## config.mk

```make
export PLATFORM = sky130hd
export DESIGN_NAME = cpm_ctrl
export DESIGN_NICKNAME = d
export VERILOG_FILES = /design/src/hw/cpm_pkg.sv /design/src/hw/cpm_ctrl.sv
export SDC_FILE = /design/constraint.sdc
export NUM_CORES = 1
export LEC_CHECK = 0
export ABC_AREA = 1
export BUFFER_PORTS_ARGS = -buffer_cell sky130_fd_sc_hd__buf_2
export CAP_MARGIN = 40
export CORE_MARGIN = 3
export CORE_UTILIZATION = 40
export DETAILED_ROUTE_END_ITERATION = 10
export GPL_TIMING_DRIVEN = 0
export HOLD_SLACK_MARGIN = 0.12
export PLACE_DENSITY = 0.74
export SYNTH_ARGS = -nofsm -noshare
export SYNTH_HDL_FRONTEND = slang
export SYNTH_SLANG_ARGS = --single-unit
```

## constraint.sdc

```tcl
create_clock -name ref_clk -period 1.9 [get_ports ref_clk]
set_input_delay 0.38 -clock ref_clk [delete_from_list [all_inputs] [get_ports ref_clk]]
set_output_delay 0.38 -clock ref_clk [all_outputs]
set_load 0.01 [all_outputs]
```

## src/hw/cpm_pkg.sv

```systemverilog
// package: register map, fields and constants for the clock and power mode control block
package cpm_pkg;
    // register byte offsets (apb, one aligned word each)
    localparam logic [11:0] CPM_OSC_CTRL_ADDR  = 12'h000;  // oscillator_control
    localparam logic [11:0] CPM_DS_CTRL_ADDR   = 12'h004;  // deep_sleep_control
    localparam logic [11:0] CPM_PWR_CMD_ADDR   = 12'h008;  // power-save instruction port
    localparam logic [11:0] CPM_PWR_STAT_ADDR  = 12'h00c;  // power mode status
    // oscillator_control field positions
    localparam int CPM_FREEZE_BIT  = 7;   // clock_select_freeze
    localparam int CPM_SETTLED_BIT = 5;   // pll settled status
    localparam int CPM_FAIL_BIT    = 3;   // clock_fail_flag
    localparam int CPM_HIDRV_BIT   = 2;   // sec_osc_high_drive
    localparam int CPM_SEC_OSC_ENABLE_BIT  = 1;   // sec_osc_enable
    localparam int CPM_SWREQ_BIT   = 0;   // osc_switch_request
    localparam int CPM_NOSC_LSB    = 8;   // next_osc_select low bit
    localparam int CPM_NOSC_W      = 3;   // next_osc_select width
    localparam int CPM_DSARM_BIT   = 15;  // deep_sleep_arm in deep_sleep_control
    // power-save instruction operands
    localparam logic [1:0] CPM_OP_SLEEP = 2'h0;
    localparam logic [1:0] CPM_OP_IDLE  = 2'h1;
    // power states, one-hot
    typedef enum logic [3:0] {
        CPM_RUN   = 4'h1,
        CPM_IDLE  = 4'h2,
        CPM_SLEEP = 4'h4,
        CPM_DEEP  = 4'h8
    } cpm_mode_e;
    // reset and unmapped read value
    localparam logic [31:0] CPM_ZERO = 32'h0000_0000;
endpackage

```

## src/hw/cpm_ctrl.sv

```systemverilog
// clock and power mode control: oscillator control register and power-save modes
//
// Behaviour
// - freeze bit locks clock selection when monitor on
// - monitor disabled: selections never locked
// - settled reads 1 on lock or timer expiry
// - settled forced 0 in switch or non-pll mode
// - fail flag set on detected clock failure
// - high drive bit selects high-power secondary oscillator
// - digital secondary source: drive bit ignored
// - enable bit turns secondary oscillator on/off
// - switch request cleared when switch completes
// - selection reset values come from boot config
// - idle halts cpu; sleep stops clocks too
// - deep sleep: freeze io, unpower memories
// - wake on enabled interrupt, reset or watchdog; deep sleep wakes on reset only
// - sleep shuts down system clock oscillator
// - io state frozen during sleep
// - fail monitor inactive during sleep
// - low-power rc runs if watchdog or rtc need it
// - watchdog cleared in the same cycle as sleep entry
// - system-clock peripherals disabled in sleep
// - wake resumes on same clock source
`timescale 1ns/10ps
`default_nettype none
module cpm_ctrl
    import cpm_pkg::*;
#(
    parameter int NOSC_W = CPM_NOSC_W   // width of oscillator selection field
) (
    input  wire logic              ref_clk,          // system clock, 125 MHz
    input  wire logic              arst_n,           // async reset, active low
    input  wire logic              psel,             // apb select
    input  wire logic              penable,          // apb access phase
    input  wire logic              pwrite,           // apb direction
    input  wire logic [11:0]       paddr,            // apb byte address
    input  wire logic [31:0]       pwdata,           // apb write data
    input  wire logic [3:0]        pstrb,            // apb byte strobes
    output logic                   pready,           // apb ready
    output logic [31:0]            prdata,           // apb read data
    output logic                   pslverr,          // apb error
    input  wire logic [NOSC_W-1:0] boot_osc_config,  // boot oscillator configuration
    input  wire logic              monitor_enable_config, // fail-safe monitor enabled
    input  wire logic              sec_osc_source_select, // 1 crystal, 0 digital clock
    input  wire logic              sec_osc_hp_config, // config choice of high power
    input  wire logic              pll_locked,       // pll lock indication
    input  wire logic              pll_timer_done,   // pll start-up timer expired
    input  wire logic              clock_fail_detect, // monitor saw a clock failure
    input  wire logic              switch_done,      // clock switch circuit finished
    input  wire logic              irq_wake,         // enabled interrupt pending
    input  wire logic              wdt_timeout,      // watchdog time-out
    input  wire logic              wdt_enable,       // watchdog enabled
    input  wire logic              rtc_on_low_power_rc_osc,      // rtc enabled from low-power rc
    output logic [NOSC_W-1:0]      cur_osc_select,   // active clock source
    output logic                   osc_switch_go,    // switch in progress
    output logic                   sec_osc_run,      // secondary oscillator on
    output logic                   sec_osc_hi_power, // secondary high-power circuit
    output logic                   sys_osc_run,      // system clock source on
    output logic                   cpu_halt,         // cpu and code execution halted
    output logic                   periph_clk_en,    // system-clock peripherals run
    output logic                   io_freeze,        // i/o directions and states held
    output logic                   mem_power_off,    // sram and flash unpowered
    output logic                   low_power_rc_osc_run,         // low-power rc oscillator on
    output logic                   wdt_clear,        // one-cycle watchdog clear
    output logic                   fail_safe_clock_monitor_active       // fail monitor running
);
    // refuse selection widths that do not fit from bit 8 to bit 14
    if (NOSC_W < 1 || NOSC_W > 7) begin : g_bad_nosc_w
        $error("NOSC_W out of range");
    end

    // whole block state
    typedef struct packed {
        logic [NOSC_W-1:0] nosc;     // next_osc_select
        logic [NOSC_W-1:0] cosc;     // current source
        logic              freeze;   // clock_select_freeze
        logic              fail;     // clock_fail_flag
        logic              hidrv;    // sec_osc_high_drive
        logic              sec_osc_enable;   // sec_osc_enable
        logic              swreq;    // osc_switch_request
        logic              dsarm;    // deep_sleep_arm
        logic              boot_ld;  // boot selection loaded
        cpm_mode_e         mode;     // power state
        logic              wdtclr;   // watchdog clear pulse
        logic              hipwr_o;  // secondary high power pin
        logic              sysosc_o; // system oscillator pin
        logic              halt_o;   // cpu halt pin
        logic              pclk_o;   // peripheral clock pin
        logic              iofrz_o;  // i/o freeze pin
        logic              memoff_o; // memory power-off pin
        logic              low_power_rc_osc_o;   // low-power rc pin
        logic              fail_safe_clock_monitor_o;   // fail monitor pin
        logic              pready;
        logic [31:0]       prdata;
        logic              pslverr;
    } cpm_state_s;

    cpm_state_s s_q;
    cpm_state_s s_d;

    // write strobe per lane
    function automatic logic lane_wr(input logic [3:0] st, input int bitpos);
        return st[bitpos/8];
    endfunction

    // true in either sleep state, where the system clock is stopped
    function automatic logic is_asleep(input cpm_mode_e md);
        return (md == CPM_SLEEP) || (md == CPM_DEEP);
    endfunction

    logic locked;      // selection changes blocked
    logic settled;     // pll settled status
    logic access;      // apb access phase
    logic wr_osc;      // write to oscillator_control

    // combinational next state
    always_comb begin
        s_d = s_q;
        s_d.pready = 1'b0;
        s_d.pslverr = 1'b0;
        s_d.wdtclr = 1'b0;
        locked = monitor_enable_config & s_q.freeze;
        settled = (pll_locked | pll_timer_done) & ~s_q.swreq & s_q.cosc[0];
        access = psel & penable & ~s_q.pready;
        wr_osc = access & pwrite & (paddr == CPM_OSC_CTRL_ADDR);
        // first cycle after reset release takes boot configuration
        if (!s_q.boot_ld) begin
            s_d.nosc = boot_osc_config;
            s_d.cosc = boot_osc_config;
            s_d.boot_ld = 1'b1;
        end
        // switch completes: request clears, source taken
        if (s_q.swreq && switch_done) begin
            s_d.swreq = 1'b0;
            s_d.cosc = s_q.nosc;
        end
        // apb access
        if (access) begin
            s_d.pready = 1'b1;
            s_d.prdata = CPM_ZERO;
            case (paddr)
                CPM_OSC_CTRL_ADDR: begin
                    if (pwrite) begin
                        if (lane_wr(pstrb, 0)) begin
                            s_d.freeze = pwdata[CPM_FREEZE_BIT];
                            s_d.hidrv = pwdata[CPM_HIDRV_BIT];
                            s_d.sec_osc_enable = pwdata[CPM_SEC_OSC_ENABLE_BIT];
                            // writes of 0 clear the sticky fail flag
                            if (!pwdata[CPM_FAIL_BIT]) s_d.fail = 1'b0;
                            if (pwdata[CPM_SWREQ_BIT] && !locked) begin
                                s_d.swreq = 1'b1;
                            end
                        end
                        if (lane_wr(pstrb, CPM_NOSC_LSB) && !locked) begin
                            s_d.nosc = pwdata[CPM_NOSC_LSB +: NOSC_W];
                        end
                    end else begin
                        s_d.prdata[CPM_NOSC_LSB +: NOSC_W] = s_q.nosc;
                        s_d.prdata[CPM_FREEZE_BIT] = s_q.freeze;
                        s_d.prdata[CPM_SETTLED_BIT] = settled;
                        s_d.prdata[CPM_FAIL_BIT] = s_q.fail;
                        s_d.prdata[CPM_HIDRV_BIT] = s_q.hidrv;
                        s_d.prdata[CPM_SEC_OSC_ENABLE_BIT] = s_q.sec_osc_enable;
                        s_d.prdata[CPM_SWREQ_BIT] = s_q.swreq;
                    end
                end
                CPM_DS_CTRL_ADDR: begin
                    if (pwrite) begin
                        if (lane_wr(pstrb, CPM_DSARM_BIT)) s_d.dsarm = pwdata[CPM_DSARM_BIT];
                    end else begin
                        s_d.prdata[CPM_DSARM_BIT] = s_q.dsarm;
                    end
                end
                CPM_PWR_CMD_ADDR: begin
                    // power-save instruction, only from run
                    if (pwrite && s_q.mode == CPM_RUN) begin
                        if (pwdata[1:0] == CPM_OP_IDLE) begin
                            s_d.mode = CPM_IDLE;
                        end else if (pwdata[1:0] == CPM_OP_SLEEP) begin
                            s_d.mode = s_q.dsarm ? CPM_DEEP : CPM_SLEEP;
                            s_d.wdtclr = wdt_enable;
                        end
                    end
                end
                CPM_PWR_STAT_ADDR: begin
                    if (!pwrite) s_d.prdata[3:0] = s_q.mode;
                end
                default: begin
                    s_d.pslverr = 1'b1;
                end
            endcase
        end
        // wake from sleep or idle; source untouched so clock resumes
        case (s_q.mode)
            CPM_IDLE, CPM_SLEEP: begin
                if (irq_wake || wdt_timeout) s_d.mode = CPM_RUN;
            end
            CPM_RUN, CPM_DEEP: begin
            end
            default: s_d.mode = CPM_RUN;
        endcase
        // failure detection only while monitor runs; set wins over clear
        if (clock_fail_detect && monitor_enable_config && !is_asleep(s_q.mode)) begin
            s_d.fail = 1'b1;
        end
        // pins are registered from the next state, so they move with the mode itself
        s_d.hipwr_o  = sec_osc_source_select & (s_d.hidrv | sec_osc_hp_config);
        s_d.sysosc_o = ~is_asleep(s_d.mode);
        s_d.halt_o   = (s_d.mode != CPM_RUN);
        s_d.pclk_o   = ~is_asleep(s_d.mode);
        s_d.iofrz_o  = is_asleep(s_d.mode);
        s_d.memoff_o = (s_d.mode == CPM_DEEP);
        s_d.low_power_rc_osc_o   = ~is_asleep(s_d.mode) | wdt_enable | rtc_on_low_power_rc_osc;
        s_d.fail_safe_clock_monitor_o   = monitor_enable_config & ~is_asleep(s_d.mode);
    end

    // state register
    always_ff @(posedge ref_clk or negedge arst_n) begin
        if (!arst_n) begin
            s_q <= '{nosc: '0, cosc: '0, freeze: 1'b0, fail: 1'b0, hidrv: 1'b0,
                     sec_osc_enable: 1'b0, swreq: 1'b0, dsarm: 1'b0, boot_ld: 1'b0,
                     mode: CPM_RUN, wdtclr: 1'b0, pready: 1'b0, prdata: CPM_ZERO,
                     pslverr: 1'b0, hipwr_o: 1'b0, sysosc_o: 1'b1, halt_o: 1'b0,
                     pclk_o: 1'b1, iofrz_o: 1'b0, memoff_o: 1'b0, low_power_rc_osc_o: 1'b1,
                     fail_safe_clock_monitor_o: 1'b0};
        end else begin
            s_q <= s_d;
        end
    end

    // every output is a flip-flop of the state struct
    assign pready = s_q.pready;
    assign prdata = s_q.prdata;
    assign pslverr = s_q.pslverr;
    assign cur_osc_select = s_q.cosc;
    assign osc_switch_go = s_q.swreq;
    assign sec_osc_run = s_q.sec_osc_enable;
    assign sec_osc_hi_power = s_q.hipwr_o;
    assign sys_osc_run = s_q.sysosc_o;
    assign cpu_halt = s_q.halt_o;
    assign periph_clk_en = s_q.pclk_o;
    assign io_freeze = s_q.iofrz_o;
    assign mem_power_off = s_q.memoff_o;
    assign low_power_rc_osc_run = s_q.low_power_rc_osc_o;
    assign wdt_clear = s_q.wdtclr;
    assign fail_safe_clock_monitor_active = s_q.fail_safe_clock_monitor_o;

    // assertions
    property p_lock_blocks;
        @(posedge ref_clk) disable iff (!arst_n)
        (monitor_enable_config && s_q.freeze && !s_q.swreq && s_q.boot_ld && !switch_done)
            |=> !s_q.swreq;
    endproperty
    a_lock_blocks: assert property (p_lock_blocks) else $error("switch while locked");

    property p_unlocked;
        @(posedge ref_clk) disable iff (!arst_n)
        (wr_osc && pstrb[0] && pwdata[CPM_SWREQ_BIT] && !monitor_enable_config)
            |=> s_q.swreq || $past(switch_done);
    endproperty
    a_unlocked: assert property (p_unlocked) else $error("switch refused while unlocked");

    property p_settled_zero;
        @(posedge ref_clk) disable iff (!arst_n) s_q.swreq |-> !settled;
    endproperty
    a_settled_zero: assert property (p_settled_zero) else $error("settled during switch");

    property p_fail_set;
        @(posedge ref_clk) disable iff (!arst_n)
        (clock_fail_detect && monitor_enable_config && !is_asleep(s_q.mode)) |=> s_q.fail;
    endproperty
    a_fail_set: assert property (p_fail_set) else $error("fail flag not set");

    property p_fail_sticky;
        @(posedge ref_clk) disable iff (!arst_n)
        (s_q.fail && !wr_osc) |=> s_q.fail;
    endproperty
    a_fail_sticky: assert property (p_fail_sticky) else $error("fail flag lost");

    property p_swreq_clear;
        @(posedge ref_clk) disable iff (!arst_n)
        (s_q.swreq && switch_done) |=> !s_q.swreq && s_q.cosc == $past(s_q.nosc);
    endproperty
    a_swreq_clear: assert property (p_swreq_clear) else $error("switch not completed");

    property p_wake;
        @(posedge ref_clk) disable iff (!arst_n)
        (s_q.mode == CPM_SLEEP && (irq_wake || wdt_timeout)) |=> s_q.mode == CPM_RUN;
    endproperty
    a_wake: assert property (p_wake) else $error("no wake");

    property p_freeze;
        @(posedge ref_clk) disable iff (!arst_n)
        (s_q.mode == CPM_SLEEP) |-> io_freeze && !sys_osc_run && !fail_safe_clock_monitor_active;
    endproperty
    a_freeze: assert property (p_freeze) else $error("sleep outputs wrong");

    property p_deep;
        @(posedge ref_clk) disable iff (!arst_n)
        (wr_osc == 1'b0 && s_q.dsarm && access && pwrite && paddr == CPM_PWR_CMD_ADDR
         && pwdata[1:0] == CPM_OP_SLEEP && s_q.mode == CPM_RUN)
            |=> mem_power_off ##1 mem_power_off;
    endproperty
    a_deep: assert property (p_deep) else $error("deep sleep not entered");

    c_sleep: cover property (@(posedge ref_clk) disable iff (!arst_n)
        s_q.mode == CPM_SLEEP ##1 s_q.mode == CPM_RUN);
    c_idle: cover property (@(posedge ref_clk) disable iff (!arst_n) s_q.mode == CPM_IDLE);
    c_switch: cover property (@(posedge ref_clk) disable iff (!arst_n)
        s_q.swreq ##1 !s_q.swreq);
    c_deep: cover property (@(posedge ref_clk) disable iff (!arst_n) s_q.mode == CPM_DEEP);

    // idle halts the cpu but leaves clocks running
    property p_idle_run;
        @(posedge ref_clk) disable iff (!arst_n)
        (s_q.mode == CPM_IDLE) |-> cpu_halt && sys_osc_run && periph_clk_en;
    endproperty
    a_idle_run: assert property (p_idle_run) else $error("idle outputs wrong");

    // sleep entry with the watchdog on clears it in the next cycle
    property p_wdt_clear;
        @(posedge ref_clk) disable iff (!arst_n)
        (access && pwrite && paddr == CPM_PWR_CMD_ADDR && pwdata[1:0] == CPM_OP_SLEEP
         && s_q.mode == CPM_RUN && wdt_enable) |=> wdt_clear;
    endproperty
    a_wdt_clear: assert property (p_wdt_clear) else $error("watchdog not cleared");

    // no switch pending: the active source holds through any mode
    property p_hold_src;
        @(posedge ref_clk) disable iff (!arst_n)
        (s_q.boot_ld && !s_q.swreq) |=> $stable(cur_osc_select);
    endproperty
    a_hold_src: assert property (p_hold_src) else $error("source changed");

    // the low-power rc keeps running while watchdog or rtc needs it
    property p_low_power_rc_osc;
        @(posedge ref_clk) disable iff (!arst_n) (wdt_enable || rtc_on_low_power_rc_osc) |=> low_power_rc_osc_run;
    endproperty
    a_low_power_rc_osc: assert property (p_low_power_rc_osc) else $error("low-power rc stopped");

    // a digital secondary source never gets the high-power circuit
    property p_digital_src;
        @(posedge ref_clk) disable iff (!arst_n) !sec_osc_source_select |=> !sec_osc_hi_power;
    endproperty
    a_digital_src: assert property (p_digital_src) else $error("drive bit acted");
endmodule
`default_nettype wire

```

==> impl_metrics.ini, run 1 <==
[outcome]
status = complete, no violations

[worst_setup_path]
end_kind = flip-flop
start_kind = flip-flop
required_ns = 2.08
critical_path_class = reg2reg
cp.arrival_ns = 1.88
worst-path-max-fanout = 6

[global_route]
antenna_found_initial = 0
grt_pass1_wl_um = 7360
grt_overflow = 0
grt_start_max_net_pins = 38
track_usage_pct = 15.2
grt_pass1_vias = 1672

[power_and_ir_drop]
power_frac_comb_pct = 12.7
clkPwrFrac_pct = 35.4
cellInternalPower_mw = 1.20
p_switching_mw = 0.381
power_density_mw_per_mm2 = 600
switching_share_pct = 24.2
p_leak_nw = 1.57
power.share.sequential_pct = 51.8
ir_drop_mv = 0.288

[routing]
avgViaCountPerCell = 4.23
firstDrtPassIters = 4
wl_um = 4430
vias = 1756
wl_per_cell_um = 10.7
drc = 0
drtAntennaViolNets = 0
first_iter_violations = 103

[placed_design]
post-place-ws_ns = 0.248
routabilityCongestion = 0.856
hpwlAfterDp_um = 3560
placed_cells = 407
io_buffer_count = 67

[logic_synthesis]
synth.top_cell.area_share_pct = 41.7
synth.area.top_cells = dfrtp_1 (42%), buf_4 (14%), nand2_1 (12%)
syn-cell-area_mm2 = 0.00204
postSynthCellCount = 252
synth_largest_area_cell = dfrtp_1
synth_warnings = 0
syn_area_per_cell_um2 = 8.10
ys_ff_latch = 37
yosys.cell_types.count = 27
ys_seq_area_share_pct = 45.6

[clock_tree]
clock_sinks = 37
cts_resized = 0
ctsRootBufferMaster = clkbuf_8
cts_setup_buffers = 0
cts_tree = done
insertion_delay_ns = 0.28
clk_pin_slew_ns = 0.07
cts_buffer_depth = 2
htreeDepth = 2
cts_hold_buffers = 0
numCtsBuffers = 5

[sta]
fin_ws_ns = 0.200
fin_worst_skew_ns = 0.00273
slew_violations = 0
slew_headroom_pct = 46.3
hold_viol_final = 0
setup_violations = 0
worst_pin_slew_ns = 0.806
min_period_ns = 1.70
rsz0062_at_grt = false
min_period_over_period_pct = 89.5
clock.fmax_ghz = 0.588
fin_tns_setup_ns = 0

[layout]
insertedDiodeCount = 0
synthToLayoutAreaGrowth_pct = 28.8
drive_above_1_share_pct = 38.8
fillers = 484
final_cells = 415
final_core_util_pct = 54.6
nets = 414
seq_area_um2 = 930
multi_input_area_um2 = 792

[flow_run]
maxCapViolations = 0

[floorplan]
start_util_pct = 42.4
io_pins = 115
die-height_um = 77.4
die_w_um = 77.4
rows = 25
die-area_mm2 = 0.00599
core-area_mm2 = 0.00482

[min_path]
min_path_type = in2async
logic make-up (layout without fill, tap and decap cells):
family                 Yosys count  after routing  share of synthesized area (%)
other                            2             23                          0.368
and+or+nand+nor                122            122                           28.0
buffers and inverters           69            144                           19.5
AOI/OAI and AO/OA               22             22                           6.56
DFF                             37             37                           45.6
cells in the final DEF, fill, tap and decap left out, types with 2 or more instances in the layout:
master    synthesis  final
nor2_2            4      4
conb_1            2     23
buf_4            37     37
buf_2             0     67
nand3_1          14     14
nand3_2           3      3
a21oi_1           5      5
clkbuf_8          0      6
o21ai_1           7      7
clkbuf_1          1      3
nor2_4            2      2
nand2_2           2      2
o22ai_1           2      2
o21ai_0           3      3
nand4_1           7      7
inv_1            23     23
inv_2             8      8
dfstp_2           3      3
nor2_1           19     19
a21boi_0          3      3
dfrtp_1          34     34
nand2_1          66     66
per-stage QoR:
| stage | power [mW] | hold slack (ns) | instance area, um2 |
|---|---|---|---|
| after CTS | 1.59 | 0.217 | 2630 |
| after detailed placement | 1.03 | 0.472 | 2540 |
| after global routing | 1.65 | 0.250 | 2630 |
| after global placement | 1.03 | 0.465 | 2540 |
| final | 1.58 | 0.182 | 2630 |
| after floorplan | 0.946 | 0.0844 | 2120 |
power groups by stage:
stage | logic [mW] | clock network (mW) | registers [mW]
after floorplan | 0.115 | 0 | 0.831
after global placement | 0.197 | 0 | 0.831
after detailed placement | 0.200 | 0 | 0.832
after CTS | 0.202 | 0.566 | 0.817
after global routing | 0.226 | 0.606 | 0.820
final | 0.201 | 0.558 | 0.817
metal layers:
layer / up-vias / part of all wire [%] / GRT usage (%)
met1: 770 / 41 / 18.4
met2: 64 / 51 / 26.4
met3: 5 / 7.2 / 3.71
met4: 0 / 1.1 / 4.80
li1: 917 / - / -
met5: - / 0 / 0
final timing paths:
check / from / to / slack [ns] / cells after the start
max: pready$_DFF_PN0_ / s_q[48]$_DFFE_PN0P_ / 0.20 / 5
min: arst_n / prdata[9]$_DFFE_PN0N_ / 0.18 / 1
max reg2reg: pready$_DFF_PN0_ / s_q[48]$_DFFE_PN0P_ / 0.20 / 5
min reg2reg: prdata[8]$_DFFE_PN0N_ / prdata[8]$_DFFE_PN0N_ / 0.49 / 2
max in group asynchronous: arst_n / cpu_halt$_DFF_PN0_ / 1.21 / 1
min in group ref_clk: switch_done / osc_switch_go$_DFF_PN0_ / 0.29 / 2
cell usage after synthesis, drive strengths merged:
library cell   n
nand2         68
a21oi          6
nor4           1
dfstp          3
a21boi         4
o21ai         10
dfrtp         34
nand3b         2
nor3           2
inv           31
nand3         17
nor2          25
o22ai          2
buf           37
clkbuf         1
nand4          7
conb           2
sequential cells by signal (all words and copies together), names as in the netlist:
signal / flops
fail_safe_clock_monitor_active: 1
sec_osc_run: 1
wdt_clear: 1
io_freeze: 1
s_q: 12
prdata: 10
sec_osc_hi_power: 1
cur_osc_select: 3
cpu_halt: 1
periph_clk_en: 1
low_power_rc_osc_run: 1
pslverr: 1
osc_switch_go: 1
pready: 1
mem_power_off: 1
critical path, cell delays in order (launching register included):
cell and delay (ns):
dfrtp_1 0.40, nand3b_1 0.35, nor4_1 0.54, nand4_1 0.17, nand2_1 0.11, inv_1 0.04
final cells by class:
| cell class | count | area share [%] |
|---|---|---|
| buffer | 38 | 10.7 |
| clock buffer | 8 | 3.43 |
| inverter | 31 | 4.43 |
| multi-input combinational | 167 | 30.1 |
| sequential | 37 | 35.4 |
| tap | 67 | 3.19 |
| timing repair buffer | 67 | 12.8 |
Power figures use the tool's default switching activity.
==> inputs of run 2 (changes only) <==
- ABC_AREA: 1 -> not set
- clock period: 1.9 -> 2 ns (I/O delays scaled with it)
==> run 2 against run 1 <==
Compared with the run above:
- sequential power fell by 4.8%
- clock power down 12%
- via count down 7.7%
- setup slack worse by 0.054 ns
- synthesized area is 2.3% lower
- non-clock buffer count up 4
- register-to-register slack worse by 0.05 ns
- combinational power shrank 3%
- fmax fell by 8.3%
- critical path type unchanged
- critical endpoint is now low_power_rc_osc_run$_DFF_PN1_
==> impl_metrics.ini, run 2 <==
[clock_tree]
cts_buffer_depth = 2
cts_hold_buffers = 0
insertion_delay_ns = 0.29
cts_tree = done
htreeDepth = 2
numCtsBuffers = 5
ctsRootBufferMaster = clkbuf_8
cts_resized = 0
clk_pin_slew_ns = 0.07
cts_setup_buffers = 0
clock_sinks = 37

[sta]
hold_viol_final = 0
min_period_over_period_pct = 92.7
fin_ws_ns = 0.145
slew_headroom_pct = 46.7
finalHoldWorstSlack_ns = 0.200
fin_worst_skew_ns = 0.00483
rsz0062_at_grt = false
min_period_ns = 1.85
slew_violations = 0
setup_violations = 0
worst_pin_slew_ns = 0.799
clock.fmax_ghz = 0.539

[routing]
vias = 1620
drtAntennaViolNets = 0
wl_um = 4350
first_iter_violations = 119
firstDrtPassIters = 4
wl_per_cell_um = 12.6
drc = 0
avgViaCountPerCell = 4.68

[worst_setup_path]
cp.arrival_ns = 2.06
cp_top_family = simple AND/OR/NAND/NOR gates
worst_path_max_delay_cell = dfstp_2
critical_path_class = reg2reg
r2r_cells = 5
cp-endpoint = low_power_rc_osc_run$_DFF_PN1_
cp.depth = 5
r2r_start = s_q[43]$_DFF_PN1_
crit_buf_inv = 1
critical_path.startpoint = s_q[43]$_DFF_PN1_
end_kind = flip-flop
start_kind = flip-flop
r2r-end = low_power_rc_osc_run$_DFF_PN1_
slowest_delay_ns = 0.52
required_ns = 2.20
r2r_slack_ns = 0.15
worst-path-max-fanout = 8
crit_chain = buf_2 -> nand4b_1 -> nor3_1 -> a21boi_1 -> or4_4

[floorplan]
io_pins = 115
die-height_um = 76.6
die_w_um = 76.6
core-area_mm2 = 0.00475
die-area_mm2 = 0.00587
start_util_pct = 41.9
rows = 25

[power_and_ir_drop]
power_density_mw_per_mm2 = 568
ir_drop_mv = 0.291
p_leak_nw = 1.37

[layout]
final_common_cell = buf_2
final_cell_mix = buf_2 (69), buf_4 (36), dfrtp_1 (34)
synthToLayoutAreaGrowth_pct = 29.3
largest_reg_flops = 12
insertedDiodeCount = 0
drive_above_1_share_pct = 46.2
final_cells = 346
nets = 345
largest-register = s_q

[logic_synthesis]
synth-edff-count = 0
ys_ff_latch = 37
yosys.cell_types.count = 48
synthTopCellsByCount = buf_4 (36), dfrtp_1 (34), nor2_1 (11), a22o_1 (9), nand2_1 (9)
synth.area.top_cells = dfrtp_1 (43%), buf_4 (14%), dfstp_2 (4.0%)
postSynthCellCount = 183
synth.most_common_cell = buf_4
syn-cell-area_mm2 = 0.00199
ys.flop_type = dfrtp_1
syn_area_per_cell_um2 = 10.9
synth.top_cell.area_share_pct = 42.7
synth_largest_area_cell = dfrtp_1
synthArstFlopShare_pct = 100
ys_seq_area_share_pct = 46.6
synth_warnings = 0

[global_route]
grt_start_max_net_pins = 38
track_usage_pct = 15.3
grt_pass1_wl_um = 7110
grt_overflow = 0
grt_pass1_vias = 1509
antenna_found_initial = 0

[outcome]
status = complete, no violations

[min_path]
min_path_type = in2async

[placed_design]
placed_cells = 338
routabilityCongestion = 0.825
io_buffer_count = 67
hpwlAfterDp_um = 3530
post-place-ws_ns = -0.104

[flow_run]
maxCapViolations = 0
==> run 2: changes by cell type after synthesis, moves of 5 or more <==
cell,delta
nor2_1,-8
inv_2,-8
o21ai_1,-7
inv_1,-20
a22o_1,+9
nand2_1,-57
nand3_1,-13
mux2_2,+5
==> run 2: stage by stage <==
stage	total power, mW	utilization [%]	TNS (ns)	instance area (um2)
2_1_floorplan	0.897	-	0	2070
3_3_place_gp	0.983	52.4	-0.316	2490
3_5_place_dp	0.987	52.4	-0.350	2490
4_1_cts	1.48	54.1	0	2570
5_1_grt	1.53	54.2	0	2580
6_report	1.46	54.2	0	2580
==> run 2: area by class of cell <==
cell class,count,area [um2]
flip-flops and latches,37,930
clock buffers,8,80.1
repair buffers,67,335
inverters,3,11.3
fillers,468,2180
plain buffers,42,310
multi-input cells,122,827
well taps,67,83.8
==> run 2: how the worst min path moves through the flow <==
stage	slack [ns]	cells after the start	end
2_1_floorplan	0.10	0	cpu_halt$_DFF_PN0_
3_3_place_gp	0.46	1	prdata[3]$_DFFE_PN0N_
3_5_place_dp	0.48	1	prdata[3]$_DFFE_PN0N_
4_1_cts	0.22	1	prdata[2]$_DFFE_PN0N_
5_1_grt	0.26	1	s_q[58]$_DFF_PN0_
6_report	0.20	1	s_q[58]$_DFF_PN0_
==> run 2: cell families (layout without fill, tap and decap cells) <==
group	after synthesis	in the layout	share of synthesized area (%)
other cells	2	23	0.377
mux	13	13	7.09
flops	37	37	46.6
buf+inv	45	120	16.1
simple gates	52	52	16.4
compound gates	33	33	12.9
xor+xnor	1	1	0.440
==> run 2: routing by layer <==
layer,vias to the layer above,wire length [um],global-route usage [%]
li1,793,-,-
met4,0,83,6.52
met5,-,0,0
met2,71,2010,24.1
met3,7,327,2.36
met1,749,1930,21.0
==> run 2: power breakdown <==
group / switching (mW) / internal (mW) / leakage (nW)
sequential: 0.0119 / 0.766 / 0.480
combinational: 0.0981 / 0.0973 / 0.848
clock: 0.242 / 0.247 / 0.0395
==> inputs of run 3 (changes only) <==
- CTS_CLUSTER_DIAMETER: not set -> 60
- PLACE_DENSITY: 0.74 -> 0.77
- clock period: 2 -> 1.55 ns (I/O delays scaled with it)
==> run 3 against run 2 <==
Compared with the run above:
- the run now ends with setup timing left
- count of clock-buffer cells in the layout fell by 2
- flip-flop and latch count did not move
- global-route usage up 0.50 points
- largest power group unchanged
- cell count is 4.0% higher
- largest cell class unchanged
==> impl_metrics.ini, run 3 (synthesis results as in run 2) <==
[clock_tree]
cts_buffer_depth = 2
insertion_delay_ns = 0.29
ctsRootBufferMaster = clkbuf_8
cts_tree = done
htreeDepth = 2
clk_pin_slew_ns = 0.07
clock_sinks = 37
numCtsBuffers = 5

[worst_setup_path]
critical_path_class = reg2reg
end_kind = flip-flop
r2r_start = s_q[46]$_DFF_PN0_
worst-path-max-fanout = 3
r2r_cells = 4
start_kind = flip-flop
r2r_slack_ns = -0.11
r2r-end = low_power_rc_osc_run$_DFF_PN1_
required_ns = 1.75
cp.arrival_ns = 1.86

[routing]
drc = 0
avgViaCountPerCell = 4.66
drtAntennaViolNets = 0
wl_per_cell_um = 13.2
firstDrtPassIters = 4
wl_um = 4770
first_iter_violations = 114
vias = 1679

[min_path]
min_path_type = in2async

[layout]
largest-register = s_q
synthToLayoutAreaGrowth_pct = 42.6
stdcell_area_mm2 = 0.00284
nets = 359
final_cell_mix = buf_2 (68), buf_4 (50), dfrtp_1 (32)
largest_reg_flops = 12
final_common_cell = buf_2
insertedDiodeCount = 0
drive_above_1_share_pct = 57.0
fillers = 436
final_core_util_pct = 59.8

[outcome]
status = complete, but fails checks
violations = setup timing

[sta]
rsz0062_at_grt = true
fin_ws_ns = -0.109
setup_violations = 7
min_period_over_period_pct = 107
slew_violations = 0
slew_headroom_pct = 46.2
clock.fmax_ghz = 0.603
finalHoldWorstSlack_ns = 0.112
fin_worst_skew_ns = 0.00615
hold_viol_final = 0
fin_tns_setup_ns = -0.502
min_period_ns = 1.66
worst_pin_slew_ns = 0.807

[global_route]
grt_pass1_vias = 1574
antenna_found_initial = 0
grt_pass1_wl_um = 7430
track_usage_pct = 15.8
grt_start_max_net_pins = 38
grt_overflow = 0

[power_and_ir_drop]
p_leak_nw = 1.50
ir_drop_mv = 0.348
power_frac_comb_pct = 13.6
p_switching_mw = 0.490
clkPwrFrac_pct = 39.6
power_density_mw_per_mm2 = 756
power.share.sequential_pct = 46.8
cellInternalPower_mw = 1.66
switching_share_pct = 22.8

[floorplan]
die_w_um = 76.6
core-area_mm2 = 0.00475
rows = 25
die-height_um = 76.6
start_util_pct = 41.9
io_pins = 115
die-area_mm2 = 0.00587

[placed_design]
routabilityCongestion = 0.809
place_area_mm2 = 0.00251
io_buffer_count = 67
hpwlAfterDp_um = 3480

[flow_run]
maxCapViolations = 0
## run 3: changes by cell type in the layout (fill, tap and decap cells not counted), sizes merged
cell      change
clkinvlp      +1
bufinv        +1
buf          +15
clkbuf        -3
## run 3: metrics by stage
stage | cells | total power, mW | worst slack [ns]
floorplan | 204 | 1.16 | -0.136
global placement | 338 | 1.27 | -0.369
detailed placement | 338 | 1.28 | -0.381
CTS | 357 | 2.15 | -0.124
global route | 360 | 2.23 | -0.193
finish | 360 | 2.15 | -0.109
## run 3: power groups by stage
| stage | logic [mW] | registers (mW) | clock network [mW] |
|---|---|---|---|
| 4_1_cts | 0.281 | 1.00 | 0.863 |
| 2_1_floorplan | 0.141 | 1.02 | 0 |
| 5_1_grt | 0.320 | 1.01 | 0.900 |
| 3_3_place_gp | 0.250 | 1.02 | 0 |
| 6_report | 0.291 | 1.01 | 0.852 |
| 3_5_place_dp | 0.255 | 1.02 | 0 |
## run 3: worst max-delay path by stage
stage / from / end / slack, ns
global placement: paddr[2] / low_power_rc_osc_run$_DFF_PN1_ / -0.37
finish: s_q[46]$_DFF_PN0_ / low_power_rc_osc_run$_DFF_PN1_ / -0.11
floorplan: s_q[46]$_DFF_PN0_ / low_power_rc_osc_run$_DFF_PN1_ / -0.14
global route: pready$_DFF_PN0_ / sec_osc_run$_DFFE_PN0P_ / -0.19
CTS: s_q[46]$_DFF_PN0_ / low_power_rc_osc_run$_DFF_PN1_ / -0.12
detailed placement: paddr[9] / s_q[53]$_DFFE_PN0P_ / -0.38
## run 3: cell type report
cell class	count	area, um2	area share [%]
Buffer	39	287	10.1
Clock buffer	6	82.6	2.90
Clock inverter	2	37.5	1.32
Inverter	3	11.3	0.396
Multi-Input combinational cell	122	931	32.7
Sequential cell	37	932	32.8
Tap cell	67	83.8	2.95
Timing Repair Buffer	84	478	16.8
## run 3: what timing repair did
action / in CTS / in global routing
cloned: 0 / 1
pin swaps: 8 / 21
resized for setup: 11 / 23
hold buffers: 0 / 0
setup endpoints to repair: 21 / 26
buffers inserted: 12 / 4
## run 3: critical path, cell delays in order (launching register included)
cell and delay [ns]:
dfrtp_2 0.43, nor3_4 0.19, mux2i_1 0.09, o311a_1 0.38, or4_4 0.48
## run 3: layer usage
layer | up-vias | routed length (um) | part of all wire [%] | track usage, %
met2 | 77 | 2360 | 50 | 26.4
met5 | - | 0 | 0 | 0
met1 | 767 | 1950 | 41 | 20.2
li1 | 824 | - | - | -
met3 | 11 | 361 | 7.6 | 3.31
met4 | 0 | 90 | 1.9 | 5.98
